--- src/hdl/lbt_pkg.sv ---
/*
  Package for the loopback and pattern test control block: modes, lamp
  timing and the 511-bit sequence constants.
  Assumes a 100 MHz clock and a bit strobe from the line side.
*/
package lbt_pkg;
  localparam int unsigned LBT_CLK_MHZ = 100;
  // Lamp check length and error window, in milliseconds
  localparam int unsigned LBT_FLASH_MS = 200;
  localparam int unsigned LBT_WINDOW_MS = 250;
  localparam int unsigned LBT_FLASH_CYC = LBT_FLASH_MS * 1000 * LBT_CLK_MHZ;
  localparam int unsigned LBT_WINDOW_CYC = LBT_WINDOW_MS * 1000 * LBT_CLK_MHZ;
  // Sequence: 9-bit register, taps 9 and 5, period 511
  localparam int unsigned LBT_PRBS_LEN = 9;
  localparam logic [8:0] LBT_PRBS_SEED = 9'h1FF;
  // Correct bits in a row that declare the checker locked
  localparam logic [3:0] LBT_LOCK_BITS = 4'hA;
  // Errors per window at or above which errors count as continuous
  localparam logic [15:0] LBT_CONT_ERRS = 16'h0040;
  typedef enum logic [1:0] {
    LBT_PATH_NORMAL,
    LBT_PATH_ANALOG,
    LBT_PATH_DIGITAL
  } lbt_path_t;
  typedef enum logic [1:0] {
    LBT_LAMP_IDLE,
    LBT_LAMP_FLASH,
    LBT_LAMP_RUN
  } lbt_lamp_t;
endpackage : lbt_pkg

--- src/hdl/lbt_prbs.sv ---
/*
  511-bit pseudo-random generator and checker, stepped by a bit strobe.
  Assumes the strobe and received bit are synchronous to clock.
*/
`timescale 1ns/100ps
`default_nettype none
module lbt_prbs
  import lbt_pkg::*;
(
  input wire logic clock,
  input wire logic reset,
  input wire logic run,
  input wire logic bit_strobe,
  input wire logic rx_bit,
  output logic tx_bit,
  output logic locked,
  output logic bit_error
);
  logic [8:0] gen_reg, gen_next;
  logic [8:0] chk_reg, chk_next;
  logic [3:0] good_reg, good_next;
  logic locked_reg, locked_next;
  logic err_reg, err_next;
  wire logic expect_bit;
  wire logic mismatch;

  function automatic logic [8:0] lbt_step(input logic [8:0] s);
    lbt_step = {s[7:0], s[8] ^ s[4]};
  endfunction : lbt_step

  assign expect_bit = chk_reg[8] ^ chk_reg[4];
  assign mismatch = expect_bit != rx_bit;
  // The checker loads the line bits before and after lock, taking the phase from the line
  assign gen_next = !run ? LBT_PRBS_SEED :
                    bit_strobe ? lbt_step(gen_reg) : gen_reg;
  assign chk_next = !run ? LBT_PRBS_SEED :
                    bit_strobe ? {chk_reg[7:0], rx_bit} : chk_reg;
  assign good_next = !run ? 4'h0 :
                     (bit_strobe && mismatch && !locked_reg) ? 4'h0 :
                     (bit_strobe && !locked_reg) ? good_reg + 4'h1 : good_reg;
  assign locked_next = run && (locked_reg || good_next == LBT_LOCK_BITS);
  assign err_next = run && locked_reg && bit_strobe && mismatch; // [RQ14]

  always_ff @(posedge clock) begin
    if (reset) begin
      gen_reg <= LBT_PRBS_SEED;
      chk_reg <= LBT_PRBS_SEED;
      good_reg <= 4'h0;
      locked_reg <= 1'b0;
      err_reg <= 1'b0;
    end else begin
      gen_reg <= gen_next; // [RQ11]
      chk_reg <= chk_next; // [RQ11]
      good_reg <= good_next;
      locked_reg <= locked_next;
      err_reg <= err_next;
    end
  end

  assign tx_bit = gen_reg[8];
  assign locked = locked_reg;
  assign bit_error = err_reg;
endmodule : lbt_prbs
`default_nettype wire

--- src/hdl/lbt_loop_ctrl.sv ---
/*
  Loopback and pattern test control for a line modem card.
  Assumes buttons, loopback requests and peer signals are asynchronous
  pins; line bits and bit strobe arrive on clock from the line coder.
*/
//
// Contract
// RQ1: Tester needs carrier forced or request-to-send high; the tester runs on the pattern test button alone, ungated.
// RQ2: Pattern test disconnects terminal from data path.
// RQ3: Local-line button or request enters analog loop.
// RQ4: Analog loop lights test and carrier lamps.
// RQ5: Carrier off when unforced and request-to-send low.
// RQ6: Far-loop button or request signals peer loop.
// RQ7: Any digital loop lights test lamp.
// RQ8: Near-echo button signals peer, loops receiver to transmitter.
// RQ9: Near-echo behaves like peer-requested remote loop.
// RQ10: Lamp flashes, then lit, blinking or dark.
// RQ11: Send and check the 511-bit sequence.
// RQ12: Digital loop loops data, clock; ready goes low.
// RQ13: Pattern test holds receive data, clear-to-send low.
// RQ14: Checker locks, compares, classifies errors per window.
`timescale 1ns/100ps
`default_nettype none
module lbt_loop_ctrl
  import lbt_pkg::*;
#(
  parameter int unsigned FLASH_CYC = LBT_FLASH_CYC,
  parameter int unsigned WINDOW_CYC = LBT_WINDOW_CYC
)
(
  input wire logic clock,
  input wire logic reset,
  input wire logic pattern_test_button,
  input wire logic local_line_loop_button,
  input wire logic far_loop_button,
  input wire logic near_echo_loop_button,
  input wire logic local_loop_request,
  input wire logic remote_loop_request,
  input wire logic local_loop_enable,
  input wire logic remote_loop_enable,
  input wire logic carrier_force,
  input wire logic request_to_send,
  input wire logic peer_loop_request,
  input wire logic line_signal_valid,
  input wire logic bit_strobe,
  input wire logic line_rx_data,
  input wire logic line_rx_clock,
  input wire logic dte_tx_data,
  input wire logic dte_tx_clock,
  output logic line_tx_data,
  output logic line_tx_clock,
  output logic analog_loop,
  output logic peer_loop_signal,
  output logic dte_rx_data,
  output logic clear_to_send,
  output logic data_set_ready,
  output logic carrier_detect,
  output logic test_lamp,
  output logic carrier_lamp,
  output logic error_lamp
);
  // ----------------------------------------------------------------
  // Input synchronisers
  // ----------------------------------------------------------------
  localparam int unsigned NSYNC = 12;
  logic [NSYNC-1:0] sync1_reg, sync2_reg;
  wire logic [NSYNC-1:0] pins;
  assign pins = {pattern_test_button, local_line_loop_button,
                 far_loop_button, near_echo_loop_button, local_loop_request,
                 remote_loop_request, carrier_force, request_to_send,
                 peer_loop_request, line_signal_valid, local_loop_enable,
                 remote_loop_enable};
  always_ff @(posedge clock) begin
    if (reset) begin
      sync1_reg <= '0;
      sync2_reg <= '0;
    end else begin
      sync1_reg <= pins;
      sync2_reg <= sync1_reg;
    end
  end
  wire logic pattern_test_button_s, ana_s, far_s, near_s, llr_s, rlr_s;
  wire logic force_s, rts_s, peer_s, valid_s, lle_s, rle_s;
  assign {pattern_test_button_s, ana_s, far_s, near_s, llr_s, rlr_s, force_s, rts_s,
          peer_s, valid_s, lle_s, rle_s} = sync2_reg;

  // ----------------------------------------------------------------
  // Loopback mode decode
  // ----------------------------------------------------------------
  wire logic want_analog, want_far, want_near, digital_loop;
  assign want_analog = ana_s || (lle_s && llr_s); // [RQ3]
  assign want_far = far_s || (rle_s && rlr_s); // [RQ6]
  // Near echo acts as if the peer had requested the loop
  assign want_near = near_s; // [RQ8] [RQ9]
  assign digital_loop = want_near || peer_s; // [RQ9] [RQ12]
  wire lbt_path_t path_next;
  assign path_next = digital_loop ? LBT_PATH_DIGITAL :
                     want_analog ? LBT_PATH_ANALOG : LBT_PATH_NORMAL;
  wire logic rts_ok;
  // Carrier only when forced or the terminal raises request-to-send
  assign rts_ok = force_s || rts_s; // [RQ1] [RQ5]

  // ----------------------------------------------------------------
  // Pattern tester
  // ----------------------------------------------------------------
  logic prbs_tx, prbs_locked, prbs_err;
  wire logic rx_bit_in;
  assign rx_bit_in = line_rx_data;
  lbt_prbs u_prbs (
    .clock(clock),
    .reset(reset),
    .run(pattern_test_button_s),
    .bit_strobe(bit_strobe),
    .rx_bit(rx_bit_in),
    .tx_bit(prbs_tx),
    .locked(prbs_locked),
    .bit_error(prbs_err)
  );

  // ----------------------------------------------------------------
  // Error lamp: check flash, then window classification
  // ----------------------------------------------------------------
  lbt_lamp_t lamp_reg, lamp_next;
  logic [31:0] tick_reg, tick_next;
  logic [15:0] errs_reg, errs_next;
  logic [1:0] class_reg, class_next;
  logic blink_reg, blink_next;
  wire logic tick_end;
  assign tick_end = tick_reg == 32'(WINDOW_CYC - 1);
  always_comb begin
    lamp_next = lamp_reg;
    tick_next = tick_reg + 32'h1;
    errs_next = errs_reg;
    class_next = class_reg;
    blink_next = blink_reg;
    case (lamp_reg)
      LBT_LAMP_IDLE: begin
        tick_next = 32'h0;
        class_next = 2'h0;
        // Blink phase restarts with each test
        blink_next = 1'b0;
        if (pattern_test_button_s) begin
          lamp_next = LBT_LAMP_FLASH; // [RQ10]
        end
      end
      LBT_LAMP_FLASH: begin
        if (tick_reg == 32'(FLASH_CYC - 1)) begin
          lamp_next = LBT_LAMP_RUN;
          tick_next = 32'h0;
          errs_next = 16'h0;
        end
      end
      LBT_LAMP_RUN: begin
        if (prbs_err && errs_reg != 16'hFFFF) begin
          errs_next = errs_reg + 16'h1;
        end
        // Loss of lock counts as continuous error
        if (tick_end) begin
          tick_next = 32'h0;
          errs_next = 16'h0;
          blink_next = !blink_reg;
          class_next = (!prbs_locked || errs_reg >= LBT_CONT_ERRS) ? 2'h2 :
                       (errs_reg != 16'h0) ? 2'h1 : 2'h0; // [RQ14]
        end
      end
      default: begin
        lamp_next = LBT_LAMP_IDLE;
      end
    endcase
    if (!pattern_test_button_s) begin
      lamp_next = LBT_LAMP_IDLE;
    end
  end
  always_ff @(posedge clock) begin
    if (reset) begin
      lamp_reg <= LBT_LAMP_IDLE;
      tick_reg <= 32'h0;
      errs_reg <= 16'h0;
      class_reg <= 2'h0;
      blink_reg <= 1'b0;
    end else begin
      lamp_reg <= lamp_next;
      tick_reg <= tick_next;
      errs_reg <= errs_next;
      class_reg <= class_next;
      blink_reg <= blink_next;
    end
  end
  wire logic err_lamp_next;
  assign err_lamp_next = (lamp_reg == LBT_LAMP_FLASH) ||
                         (lamp_reg == LBT_LAMP_RUN &&
                          (class_reg == 2'h2 ||
                           (class_reg == 2'h1 && blink_reg))); // [RQ10]

  // ----------------------------------------------------------------
  // Data path and terminal outputs
  // ----------------------------------------------------------------
  wire logic tx_data_next, tx_clock_next;
  assign tx_data_next = (path_next == LBT_PATH_DIGITAL) ? line_rx_data :
                        pattern_test_button_s ? prbs_tx : dte_tx_data; // [RQ12] [RQ2]
  assign tx_clock_next = (path_next == LBT_PATH_DIGITAL) ? line_rx_clock :
                         dte_tx_clock; // [RQ12]
  wire logic dcd_next;
  assign dcd_next = rts_ok &&
                    (path_next == LBT_PATH_ANALOG || valid_s); // [RQ4] [RQ5]
  wire logic test_next;
  assign test_next = path_next != LBT_PATH_NORMAL || want_far; // [RQ4] [RQ7]

  always_ff @(posedge clock) begin
    if (reset) begin
      line_tx_data <= 1'b0;
      line_tx_clock <= 1'b0;
      analog_loop <= 1'b0;
      peer_loop_signal <= 1'b0;
      dte_rx_data <= 1'b0;
      clear_to_send <= 1'b0;
      data_set_ready <= 1'b0;
      carrier_detect <= 1'b0;
      test_lamp <= 1'b0;
      carrier_lamp <= 1'b0;
      error_lamp <= 1'b0;
    end else begin
      line_tx_data <= tx_data_next;
      line_tx_clock <= tx_clock_next;
      analog_loop <= path_next == LBT_PATH_ANALOG; // [RQ3]
      peer_loop_signal <= want_far || want_near; // [RQ6] [RQ8]
      dte_rx_data <= !pattern_test_button_s && line_rx_data; // [RQ13] [RQ2]
      clear_to_send <= !pattern_test_button_s && rts_s; // [RQ13]
      data_set_ready <= path_next != LBT_PATH_DIGITAL &&
                        !want_far; // [RQ12]
      carrier_detect <= dcd_next; // [RQ5]
      test_lamp <= test_next; // [RQ7]
      carrier_lamp <= dcd_next; // [RQ4]
      error_lamp <= err_lamp_next;
    end
  end
endmodule : lbt_loop_ctrl
`default_nettype wire

--- config.mk ---
export PLATFORM = sky130hd
export DESIGN_NAME = lbt_loop_ctrl
export DESIGN_NICKNAME = d
export VERILOG_FILES = /design/src/hdl/lbt_pkg.sv /design/src/hdl/lbt_prbs.sv /design/src/hdl/lbt_loop_ctrl.sv
export SDC_FILE = /design/constraint.sdc
export NUM_CORES = 1
export LEC_CHECK = 0
export ABC_AREA = 0
export BUFFER_PORTS_ARGS = -buffer_cell sky130_fd_sc_hd__buf_2
export CAP_MARGIN = 5
export CELL_PAD_IN_SITES_DETAIL_PLACEMENT = 0
export CELL_PAD_IN_SITES_GLOBAL_PLACEMENT = 2
export CORE_ASPECT_RATIO = 0.8
export CORE_MARGIN = 1
export CORE_UTILIZATION = 35
export DETAILED_ROUTE_END_ITERATION = 10
export GPL_TIMING_DRIVEN = 0
export PLACE_DENSITY_LB_ADDON = 0.1
export REMOVE_ABC_BUFFERS = 1
export SLEW_MARGIN = 20
export SYNTH_ARGS = -nofsm -noshare
export SYNTH_HDL_FRONTEND = slang
export SYNTH_SLANG_ARGS = --single-unit
--- constraint.sdc ---
create_clock -name clock -period 3.35 [get_ports clock]
set_input_delay 0.1675 -clock clock [delete_from_list [all_inputs] [get_ports clock]]
set_output_delay 0.1675 -clock clock [all_outputs]
set_load 0.05 [all_outputs]
==> results.cfg <==
[final_layout]
diodes = 0
drive_above_1_share_pct = 11.5
instances_no_fill = 693
final_common_cell = dfxtp_1
flow.area_growth_from_synthesis_pct = 13.1
nets = 541
final_cell_mix = 111 x dfxtp_1, 59 x nor2_1, 49 x nand2_1
largest_register_ffs = 32

[detailed_routing]
wire_per_inst_um = 13.5
vias_per_cell = 4.86
drc = 0
drtIter0Drc = 135
wl_um = 9340
drt-pass1-iter-count = 4
drtAntennaViolNets = 0
vias = 3366

[critical_path]
crit_chain = nor4b_1 > nand4_1 > nor4b_1 > nand2_1 > nand3_2 > nor2_1
cp-end-kind = flop
regToRegEndpoint = tick_reg[17]$_SDFF_PP0_
slowest_delay_ns = 0.57
worst_path_most_repeated_cell = nor4b_1
crit-reg2reg-launch = tick_reg[28]$_SDFF_PP0_
crit_required_ns = 3.56
r2r_cells = 6
crit_cells = 6
crit_family = simple AND/OR/NAND/NOR gates
critPathMaxFanout = 32
critical_path.startpoint_type = flop
cp_slowest_cell = nor4b_1
crit_type = flop to flop
cp_data_arrival_time_ns = 2.82
worst-path-buf-inv = 0
r2r_setup_slack_ns = 0.75

[timing]
period_needed_ns = 2.60
hold_viol = 0
slew-limit-headroom_pct = 38.7
rsz0062_at_grt = no
fin_ws_ns = 0.745
timing.fmax_mhz = 384
clock_skew_ns = 0.0130
min_period_over_period_pct = 77.8
fin_setup_tns_ns = 0
slew_viol_final = 0
finalSetupViolCount = 0
tightest_slew_ns = 0.918

[hold_path]
hold_end = sync1_reg[6]$_SDFF_PP0_
hold_class = input pin to flop
min_delay_path_depth = 2
hp-start = remote_loop_request

[logic_synthesis]
syn_area_um2 = 4550
synth.avg_cell_area_um2 = 9.20
synth_top_area_share_pct = 48.8
synth_top_family_by_area = simple AND/OR/NAND/NOR gates
synth_fa_ha_area_share_pct = 1.10
synth_xor_area_share_pct = 7.31
synth_edf_count = 0
synth_cell_types = 54
synth-simple-area-share_pct = 27.1
synth_top_cell_by_area = dfxtp_1
yosysWarningCount = 0
ys_seq_area_share_pct = 48.8
synthCells = 495
ys.flop_type = dfxtp_1
async_reset_ff_share_pct = 0
synth.area.mux_share_pct = 4.18
synth_compound_area_share_pct = 8.85
synthTopCellsByArea = dfxtp_1 49%, nor2_1 4.9%, mux2i_1 4.2%
ys_seq_elements = 111

[pwr]
power_density_nw_per_um2 = 484
ir_worst_vdd_mv = 0.247
cellLeakagePower_nw = 1.85

[status]
outcome = complete, no violations

[placed_design]
hpwl_um = 6520
portBuffers = 29
placed_cells = 678
gp_congestion = 0.741
place_ws_ns = 0.742

[global_route]
grt_max_degree = 39
grt_pass1_vias = 3176
grt_util_all_layers_pct = 14.9
antenna_found_initial = 0
grt_pass1_wl_um = 15800
grt_overflow = 0

[cts]
clock_latency_ns = 0.35
cts_resized = 0
path_clk_slew_ns = 0.08
clock_tree.root_cell = clkbuf_16
clkSinkCount = 111
cts_tree = done
cts.path.max_buffers = 2
post-cts-setup-buffer-count = 0
htreeDepth = 3
numCtsBuffers = 9
ctsHoldBuffers = 0

[floorplan]
core_area_um2 = 12400
ios = 30
fp-row-count = 36
die_w_um = 130
initial_utilization_pct = 36.6
die_area_um2 = 13500
die_h_um = 104

[job]
drv_cap = 0
power breakdown:
part           leakage, nW  internal [W]  switching, W   total, W
registers            0.902       0.00134    0.00000724    0.00135
clock network        0.142      0.000523      0.000530    0.00105
logic                0.808     0.0000314     0.0000611  0.0000925
total                 1.85       0.00189      0.000598    0.00249
cell families (layout without fill, tap and decap cells):
group | Yosys count | count (layout)
and+or+nand+nor | 237 | 237
DFF | 111 | 111
adders and majority gates | 4 | 4
muxes | 19 | 19
buffers and inverters | 29 | 56
AOI/OAI and AO/OA | 57 | 57
xor gates and xnor gates | 38 | 38
cells in the mapped netlist, types with 2 or more instances:
library cell  count
a211oi_1          2
a21boi_0          4
a21oi_1          10
a31oi_1           2
and2_1            5
and3_1            9
and4_1            8
buf_2             4
buf_4             2
clkbuf_1         12
dfxtp_1         111
ha_1              4
inv_1            11
mux2i_1          19
nand2_1          49
nand2b_1          3
nand3_1          25
nand4_1          16
nor2_1           59
nor2b_1          30
nor3_1           11
nor3b_1           2
nor4_1            8
nor4b_1           4
o21ai_0           8
o21ai_1           8
o31ai_1           3
o41ai_1           3
or2_2             2
xnor2_1          19
xor2_1           19
cell type report:
class	instances	area, um2
timing repair buffer	30	156
clock buffer	9	225
clock inverter	6	67.6
sequential	111	2220
multi-input combinational	355	2220
inverter	11	41.3
fill	1302	7280
tap	171	214
worst max path at each step:
stage / slack (ns) / end / from
final: 0.75 / tick_reg[17]$_SDFF_PP0_ / tick_reg[28]$_SDFF_PP0_
after detailed placement: 0.74 / tick_reg[17]$_SDFF_PP0_ / tick_reg[28]$_SDFF_PP0_
after global placement: 0.29 / errs_reg[15]$_SDFFE_PP0P_ / reset
after floorplan: 1.17 / tick_reg[10]$_SDFF_PP0_ / tick_reg[10]$_SDFF_PP0_
after global routing: 0.58 / tick_reg[3]$_SDFF_PP0_ / tick_reg[28]$_SDFF_PP0_
after CTS: 0.71 / tick_reg[17]$_SDFF_PP0_ / tick_reg[28]$_SDFF_PP0_
worst reg2reg max path, delay by kind of cell, from the launching register on:
family / cells / cell delay (ns)
flops: 1 / 0.35
simple gates: 6 / 2.11
through the flow:
step	total power [W]	hold slack [ns]	util [%]	instance area (um2)
after detailed placement	0.00147	0.381	39.1	4860
after global routing	0.00259	0.0117	41.4	5150
after global placement	0.00147	0.376	38.9	4830
final	0.00249	0.0153	41.4	5150
after floorplan	0.00143	0.237	-	4470
after CTS	0.00253	0.00297	41.4	5150
layer usage:
layer,global-route usage [%],wire length [um]
met5,0,0
met4,4.73,90
met3,4.42,352
met2,20.6,3780
met1,21.8,5110
Power figures use the tool's default switching activity.
